===== src/hw/slpg_cfg.svh =====
`ifndef SLPG_CFG_SVH
`define SLPG_CFG_SVH

// sleep mode codes on mode_i
`define SLPG_MODE_IDLE 3'h0
`define SLPG_MODE_ADC_NR 3'h1
`define SLPG_MODE_PWR_DOWN 3'h2
`define SLPG_MODE_PWR_SAVE 3'h3
`define SLPG_MODE_STANDBY 3'h6
`define SLPG_MODE_EXT_STANDBY 3'h7

// domain enable bit positions: {osc, atmr, adc, io, cpu}
`define SLPG_DOM_CPU 0
`define SLPG_DOM_IO 1
`define SLPG_DOM_ADC 2
`define SLPG_DOM_ATMR 3
`define SLPG_DOM_OSC 4
`define SLPG_DOM_RUN 5'h1f

// oscillator start-up wait
`define SLPG_CLK_NS 40
`define SLPG_OSC_START_NS 1000
`define SLPG_OSC_START_CYC ((`SLPG_OSC_START_NS + `SLPG_CLK_NS - 1) / `SLPG_CLK_NS)

`endif


===== src/hw/slpg_pkg.sv =====
package slpg_pkg;

  typedef enum logic [2:0] {
    SLPG_IDLE = 3'h0,
    SLPG_ADC_NR = 3'h1,
    SLPG_PWR_DOWN = 3'h2,
    SLPG_PWR_SAVE = 3'h3,
    SLPG_STANDBY = 3'h6,
    SLPG_EXT_STANDBY = 3'h7
  } slpg_mode_t;

  typedef enum logic [1:0] {
    SLPG_ST_RUN,
    SLPG_ST_SLEEP,
    SLPG_ST_WARM
  } slpg_state_t;

  typedef logic [4:0] slpg_dom_t;

endpackage : slpg_pkg


===== src/hw/slpg_port_if.sv =====
`timescale 1ns/100ps
interface slpg_port_if #(
  parameter int NP = 48
);
  logic [NP-1:0] out;
  logic [NP-1:0] oe;
  logic rst_raw_n;
  logic rst_sync_n;
  logic [NP-1:0] pin_out;
  logic [NP-1:0] pin_oe;

  modport ctl (output out, output oe, output rst_raw_n, output rst_sync_n, input pin_out, input pin_oe);
  modport gate (input out, input oe, input rst_raw_n, input rst_sync_n, output pin_out, output pin_oe);
endinterface : slpg_port_if


===== src/hw/slpg_top.sv =====
// How it works
// - six software-selected sleep modes: idle, adc noise, save, down, standby, ext standby
// - idle stops the core clock; memory, timers, serial port, interrupts keep running
// - power-down stops oscillator and all functions, keeps state, until interrupt or reset
// - power-save keeps the asynchronous timer counting, everything else as power-down
// - adc noise mode halts core and peripherals except asynchronous timer and adc
// - standby keeps the main oscillator running so wake needs no start-up wait
// - extended standby keeps main oscillator and asynchronous timer running
// - any active reset floats every port pin at once, even without a clock
`timescale 1ns/100ps
`include "slpg_cfg.svh"
module slpg_top import slpg_pkg::*; #(
  parameter int NW = 8,
  parameter int NP = 48,
  parameter int OSC_START_CYC = `SLPG_OSC_START_CYC
) (
  input wire logic ref_clk_i,
  input wire logic rst_n_i,
  input wire logic sleep_req_i,
  input wire logic [2:0] mode_i,
  input wire logic [NW-1:0] wake_i,
  input wire logic [NW-1:0] wake_en_i,
  input wire logic [NP-1:0] port_out_i,
  input wire logic [NP-1:0] port_oe_i,
  output logic [NP-1:0] port_out_o,
  output logic [NP-1:0] port_oe_o,
  output logic cpu_clk_en_o,
  output logic io_clk_en_o,
  output logic adc_clk_en_o,
  output logic atmr_clk_en_o,
  output logic osc_en_o,
  output logic sleeping_o,
  output logic wake_o
);

  if (NW < 1 || NP < 1 || OSC_START_CYC < 1 || OSC_START_CYC > 65535) begin : g_param_chk
    $error("slpg_top: unsupported parameter values");
  end

  typedef struct packed {
    slpg_state_t state;
    slpg_mode_t mode;
    slpg_dom_t dom;
    logic [15:0] cnt;
    logic [NW-1:0] wk_s1;
    logic [NW-1:0] wk_s2;
    logic wake;
  } slpg_st_t;

  localparam logic [15:0] WARM_LAST = 16'(OSC_START_CYC - 1);

  slpg_st_t st_r;
  slpg_st_t st_nxt;
  logic rst_s1_r;
  logic rst_s2_r;
  logic legal_mode;
  logic wake_hit;

  // reset release synchroniser
  always_ff @(posedge ref_clk_i or negedge rst_n_i) begin
    if (!rst_n_i) begin
      rst_s1_r <= 1'b0;
      rst_s2_r <= 1'b0;
    end else begin
      rst_s1_r <= 1'b1;
      rst_s2_r <= rst_s1_r;
    end
  end

  // domains kept running per mode
  function automatic slpg_dom_t dom_of(slpg_mode_t m);
    slpg_dom_t d;
    d = '0;
    unique case (m)
      SLPG_IDLE: d = `SLPG_DOM_RUN & ~(5'h1 << `SLPG_DOM_CPU);
      SLPG_ADC_NR: d = (5'h1 << `SLPG_DOM_ADC) | (5'h1 << `SLPG_DOM_ATMR) | (5'h1 << `SLPG_DOM_OSC);
      SLPG_PWR_DOWN: d = 5'h0;
      SLPG_PWR_SAVE: d = 5'h1 << `SLPG_DOM_ATMR;
      SLPG_STANDBY: d = 5'h1 << `SLPG_DOM_OSC;
      SLPG_EXT_STANDBY: d = (5'h1 << `SLPG_DOM_OSC) | (5'h1 << `SLPG_DOM_ATMR);
    endcase
    return d;
  endfunction : dom_of

  always_comb begin
    legal_mode = (mode_i == `SLPG_MODE_IDLE) || (mode_i == `SLPG_MODE_ADC_NR) ||
                 (mode_i == `SLPG_MODE_PWR_DOWN) || (mode_i == `SLPG_MODE_PWR_SAVE) ||
                 (mode_i == `SLPG_MODE_STANDBY) || (mode_i == `SLPG_MODE_EXT_STANDBY);
    wake_hit = |(st_r.wk_s2 & wake_en_i);
  end

  always_comb begin
    st_nxt = st_r;
    // two-stage wake synchroniser lives in the state struct
    st_nxt.wk_s1 = wake_i;
    st_nxt.wk_s2 = st_r.wk_s1;
    st_nxt.wake = 1'b0;
    unique case (st_r.state)
      SLPG_ST_RUN: begin
        if (sleep_req_i && legal_mode) begin
          st_nxt.state = SLPG_ST_SLEEP;
          st_nxt.mode = slpg_mode_t'(mode_i);
          st_nxt.dom = dom_of(slpg_mode_t'(mode_i));
        end
      end
      SLPG_ST_SLEEP: begin
        if (wake_hit) begin
          if (st_r.dom[`SLPG_DOM_OSC]) begin
            st_nxt.state = SLPG_ST_RUN;
            st_nxt.dom = `SLPG_DOM_RUN;
            st_nxt.wake = 1'b1;
          end else begin
            st_nxt.state = SLPG_ST_WARM;
            st_nxt.dom = st_r.dom | (5'h1 << `SLPG_DOM_OSC);
            st_nxt.cnt = '0;
          end
        end
      end
      SLPG_ST_WARM: begin
        if (st_r.cnt == WARM_LAST) begin
          st_nxt.state = SLPG_ST_RUN;
          st_nxt.dom = `SLPG_DOM_RUN;
          st_nxt.wake = 1'b1;
        end else begin
          st_nxt.cnt = st_r.cnt + 16'h1;
        end
      end
      default: begin
        st_nxt.state = SLPG_ST_RUN;
        st_nxt.dom = `SLPG_DOM_RUN;
      end
    endcase
  end

  always_ff @(posedge ref_clk_i or negedge rst_s2_r) begin
    if (!rst_s2_r) begin
      st_r <= '{state: SLPG_ST_RUN, mode: SLPG_IDLE, dom: `SLPG_DOM_RUN, cnt: 16'h0,
                wk_s1: '0, wk_s2: '0, wake: 1'b0};
    end else begin
      st_r <= st_nxt;
    end
  end

  assign cpu_clk_en_o = st_r.dom[`SLPG_DOM_CPU];
  assign io_clk_en_o = st_r.dom[`SLPG_DOM_IO];
  assign adc_clk_en_o = st_r.dom[`SLPG_DOM_ADC];
  assign atmr_clk_en_o = st_r.dom[`SLPG_DOM_ATMR];
  assign osc_en_o = st_r.dom[`SLPG_DOM_OSC];
  assign sleeping_o = (st_r.state != SLPG_ST_RUN);
  assign wake_o = st_r.wake;

  slpg_port_if #(.NP(NP)) port_bus ();

  assign port_bus.out = port_out_i;
  assign port_bus.oe = port_oe_i;
  assign port_bus.rst_raw_n = rst_n_i;
  assign port_bus.rst_sync_n = rst_s2_r;
  assign port_out_o = port_bus.pin_out;
  assign port_oe_o = port_bus.pin_oe;

  // pins float on raw reset, without waiting for a clock
  slpg_port_gate u_gate (
    .port(port_bus.gate)
  );
endmodule : slpg_top


===== src/hw/slpg_port_gate.sv =====
`timescale 1ns/100ps
module slpg_port_gate (
  slpg_port_if.gate port
);
  logic rel;

  // pure gating, no clock needed to float the pins; release waits for rst_sync_n
  assign rel = port.rst_raw_n & port.rst_sync_n;
  assign port.pin_oe = port.oe & {$bits(port.oe){rel}};
  assign port.pin_out = port.out & {$bits(port.out){rel}};
endmodule : slpg_port_gate


===== config.mk =====
export PLATFORM = sky130hd
export DESIGN_NAME = slpg_top
export DESIGN_NICKNAME = d
export VERILOG_FILES = /design/src/hw/slpg_pkg.sv /design/src/hw/slpg_port_if.sv /design/src/hw/slpg_top.sv /design/src/hw/slpg_port_gate.sv
export VERILOG_INCLUDE_DIRS = /design/src /design/src/hw
export SDC_FILE = /design/constraint.sdc
export NUM_CORES = 1
export LEC_CHECK = 0
export ABC_AREA = 1
export BUFFER_PORTS_ARGS = -buffer_cell sky130_fd_sc_hd__buf_2
export CAP_MARGIN = 30
export CELL_PAD_IN_SITES_DETAIL_PLACEMENT = 0
export CELL_PAD_IN_SITES_GLOBAL_PLACEMENT = 1
export CORE_MARGIN = 2
export CORE_UTILIZATION = 23
export DETAILED_ROUTE_END_ITERATION = 8
export GPL_TIMING_DRIVEN = 1
export PLACE_DENSITY = 0.84
export SLEW_MARGIN = 20
export SYNTH_ARGS = -nofsm -noshare
export SYNTH_HDL_FRONTEND = slang
export SYNTH_HIERARCHICAL = 1
export SYNTH_SLANG_ARGS = --single-unit

===== constraint.sdc =====
create_clock -name ref_clk_i -period 2.15 [get_ports ref_clk_i]
set_clock_uncertainty 0.05 [all_clocks]
set_input_delay 0.215 -clock ref_clk_i [delete_from_list [all_inputs] [get_ports ref_clk_i]]
set_output_delay 0.215 -clock ref_clk_i [all_outputs]
set_load 0.005 [all_outputs]

==> impl_metrics.prom <==
# TYPE chip_impl_metric gauge
chip_impl_metric{name="drt-vias-per-instance",unit=""} 3.94
chip_impl_metric{name="hold_slack",unit="ns"} 0.00239
chip_impl_metric{name="fill_cells",unit=""} 1413
chip_impl_info{name="worst_path_max_delay_cell",value="dlygate4sd3_1"} 1
chip_impl_metric{name="post_route_cells_drive_above_1_share",unit="%"} 35.6
chip_impl_metric{name="place.port_buffers",unit=""} 220
chip_impl_info{name="cp_common_cell",value="buf_2"} 1
chip_impl_metric{name="cts.clk_slew.worst_paths",unit="ns"} 0.06
chip_impl_metric{name="coreArea",unit="mm2"} 0.0125
chip_impl_metric{name="vdd_drop_max",unit="uV"} 419
chip_impl_metric{name="worst_ep_arrival_time",unit="ns"} 1.66
chip_impl_info{name="rsz0062_at_grt",value="no"} 1
chip_impl_metric{name="antennaDiodeCount",unit=""} 0
chip_impl_info{name="setup.worst_path.end_class",value="output port"} 1
chip_impl_metric{name="route.detailed.drc",unit=""} 0
chip_impl_metric{name="fin_crit",unit="ns"} 1.93
chip_impl_metric{name="setup_viol",unit=""} 0
chip_impl_metric{name="clock_insertion_delay_worst_skew",unit="ns"} 0.28
chip_impl_metric{name="routed-via-count",unit=""} 3443
chip_impl_metric{name="pin_count_of_the_biggest_net_entering_global_routing",unit=""} 41
chip_impl_metric{name="regArea",unit="mm2"} 0.00106
chip_impl_metric{name="syn_inst",unit=""} 473
chip_impl_metric{name="timing_hold_violations_final",unit=""} 0
chip_impl_info{name="worstPathCellList",value="dlygate4sd3_1 > buf_2 > nand2_4 > buf_4 > nor2_1 > buf_2"} 1
chip_impl_info{name="startpoint_type",value="input pin"} 1
chip_impl_info{name="most_common_library_cell_in_the_layout_ignoring_fill_and_taps",value="buf_2"} 1
chip_impl_metric{name="fp-row-count",unit=""} 41
chip_impl_metric{name="detailedRoute.firstPassIterationCount",unit=""} 4
chip_impl_metric{name="yosys_warnings",unit=""} 6
chip_impl_metric{name="ctsResizeCount",unit=""} 0
chip_impl_metric{name="timing.critical_path.required",unit="ns"} 1.88
chip_impl_metric{name="post-place-cells",unit=""} 858
chip_impl_metric{name="met2WireLength",unit="mm"} 5.43
chip_impl_info{name="cts-root-buf",value="clkbuf_16"} 1
chip_impl_metric{name="area_of_the_multi_input_gates",unit="mm2"} 0.00128
chip_impl_info{name="topRoutingLayerUsed",value="met4"} 1
chip_impl_info{name="criticalPathCategory",value="input pin to output port"} 1
chip_impl_metric{name="max_clock_freq",unit="MHz"} 519
chip_impl_metric{name="htree_num_levels",unit=""} 2
chip_impl_metric{name="drv_cap",unit=""} 0
chip_impl_metric{name="share_of_flip_flops_with_an_asynchronous_set_or_reset_after_synthesis",unit="%"} 100
chip_impl_metric{name="first_iter_violations",unit=""} 205
chip_impl_metric{name="met3RoutedLength",unit="um"} 758
chip_impl_metric{name="fp.dieH",unit="um"} 117
chip_impl_metric{name="power.leakage",unit="nW"} 2.87
chip_impl_metric{name="cts-root-to-sink-buffers",unit=""} 2
chip_impl_metric{name="netlist-cell-type-count",unit=""} 25
chip_impl_metric{name="die-area",unit="mm2"} 0.0136
chip_impl_metric{name="initial_antenna_violation_count",unit=""} 0
chip_impl_metric{name="first_global_vias",unit=""} 3064
chip_impl_metric{name="finalWirelength",unit="mm"} 10.5
chip_impl_metric{name="grt_use_total",unit="%"} 14.9
chip_impl_metric{name="grt_pass1_wl",unit="mm"} 15.5
chip_impl_metric{name="starting_density_of_the_core",unit="%"} 23.4
chip_impl_metric{name="globalRouteOverflowTotal",unit=""} 0
chip_impl_metric{name="final_critical_path_setup_slack",unit="ns"} 0.224
chip_impl_metric{name="layout-area-overhead-vs-synth",unit="%"} 52.0
chip_impl_info{name="yosys_most_used_dff",value="dfrtp_1"} 1
chip_impl_info{name="outcome",value="completed"} 1
chip_impl_metric{name="totalNegativeSetupSlack",unit="ns"} 0
chip_impl_metric{name="num-nets-final",unit=""} 824
chip_impl_metric{name="postSynthAreaPerCell",unit="um2"} 6.18
chip_impl_metric{name="cts.sinks",unit=""} 42
chip_impl_metric{name="hpwl",unit="mm"} 8.83
chip_impl_metric{name="power.density",unit="mW/mm2"} 640
chip_impl_metric{name="number_of_register_bits_inferred_by_synthesis",unit=""} 42
chip_impl_metric{name="syn_nets",unit=""} 596
chip_impl_info{name="hold_class",value="input pin to flip-flop"} 1
chip_impl_metric{name="syn-cell-area",unit="mm2"} 0.00292
chip_impl_metric{name="worst_setup_slack_before_clock_tree_synthesis",unit="ns"} 0.368
chip_impl_metric{name="cts_buffers",unit=""} 5
chip_impl_info{name="most-common-layout-cells",value="220 x buf_2, 128 x nor2_1, 124 x inv_1, 86 x nand2_1, 36 x dfrtp_1"} 1
chip_impl_metric{name="die_w",unit="um"} 117
chip_impl_metric{name="routedLengthMet1",unit="mm"} 4.16
chip_impl_info{name="cts_tree",value="done"} 1
chip_impl_metric{name="worst-slew-pin-transition",unit="ns"} 0.518
chip_impl_metric{name="synth_enable_flop_cells",unit=""} 0
chip_impl_metric{name="post_layout_nonfiller_instances",unit=""} 874
chip_impl_metric{name="post-route-period-util",unit="%"} 89.6
chip_impl_metric{name="num_io_pins",unit=""} 221
chip_impl_metric{name="path_max_fanout",unit=""} 25
chip_impl_metric{name="place_congestion",unit=""} 0.767
chip_impl_metric{name="cts_hold_buf",unit=""} 7
chip_impl_metric{name="synth.yosys.seq_area_share",unit="%"} 36.2
chip_impl_metric{name="timing.final.max_slew_violations",unit=""} 0
chip_impl_metric{name="timing.max_slew.rel_slack",unit="%"} 65.2
chip_impl_metric{name="cts_setup_buffers",unit=""} 0
chip_impl_metric{name="final_antenna_net_count",unit=""} 0
chip_impl_metric{name="wire_per_inst",unit="um"} 12.0
chip_impl_metric{name="cpPeakStageDelay",unit="ns"} 0.53
==> power breakdown <==
group | total [W] | internal, W | switching (W)
clock | 0.000842 | 0.000543 | 0.000298
sequential | 0.000978 | 0.000917 | 0.0000611
combinational | 0.00103 | 0.000414 | 0.000612
==> metal layers <==
metal  vias to the layer above  GRT usage, %
met5                         -             0
li1                       1813             -
met2                       135          28.2
met4                         0          4.31
met3                        11          1.97
met1                      1484          17.3
==> area by class of cell <==
cell class	instances	share of cell area, %
Clock buffer	5	2.82
Clock inverter	3	0.901
Inverter	125	10.6
Multi-Input combinational cell	291	28.9
Sequential cell	42	23.8
Tap cell	172	4.84
Timing Repair Buffer	236	28.2
==> path summary, 6_finish.rpt <==
kind | end | slack, ns | cells after the start | startpoint
worst min-delay path | st_nxt[2] | 0.002 | 1 | wake_i[1]
worst max register to register | st_r[17] | 0.37 | 8 | st_r[41]
worst max-delay path | port_out_o[11] | 0.22 | 6 | rst_n_i
min in group asynchronous | rst_s1_r | 0.22 | 2 | rst_n_i
worst min register to register | port_bus.rst_sync_n | 0.30 | 0 | rst_s1_r
max in group asynchronous | io_clk_en_o | 1.36 | 1 | port_bus.rst_sync_n
==> flip-flops by register name (all words and copies together), names as in the netlist <==
name	flops
adc_clk_en_o	1
atmr_clk_en_o	1
cpu_clk_en_o	1
io_clk_en_o	1
osc_en_o	1
port_bus.rst_sync_n	1
rst_s1_r	1
st_nxt	8
st_r	26
wake_o	1
==> through the flow <==
step	utilization [%]	total power (W)	cell area, um2
6_report	35.5	0.00285	4440
5_1_grt	35.5	0.00309	4440
4_1_cts	35.4	0.00289	4430
3_5_place_dp	33.5	0.00202	4200
2_1_floorplan	-	0.00168	2930
3_3_place_gp	33.5	0.00202	4200
==> logic make-up after synthesis <==
logic type      share of synthesized area [%]
xor+xnor                                0.899
flops                                    36.2
buf+inv                                  20.2
simple gates                             34.7
compound gates                           5.73
other cells                             0.128
fa+ha+maj                                2.14
==> Yosys cell counts, types with 3 or more instances <==
master / count / area share (%)
nor2_1: 128 / 16
inv_1: 124 / 16
nand2_1: 87 / 11
dfrtp_1: 37 / 32
nand3_1: 23 / 3.9
o21ai_0: 16 / 2.7
o21bai_1: 7 / 1.8
buf_6: 6 / 2.3
nand4_1: 6 / 1.3
buf_2: 5 / 0.86
dfstp_2: 5 / 4.5
ha_1: 5 / 2.1
a21oi_1: 4 / 0.68
o21ai_1: 3 / 0.51
xor2_1: 3 / 0.90
==> critical path: cells and delay by family <==
family | cells | cell delay, ns
simple gates | 2 | 0.32
buf+inv | 4 | 1.11
No activity file was read; power rests on OpenSTA's default activity.
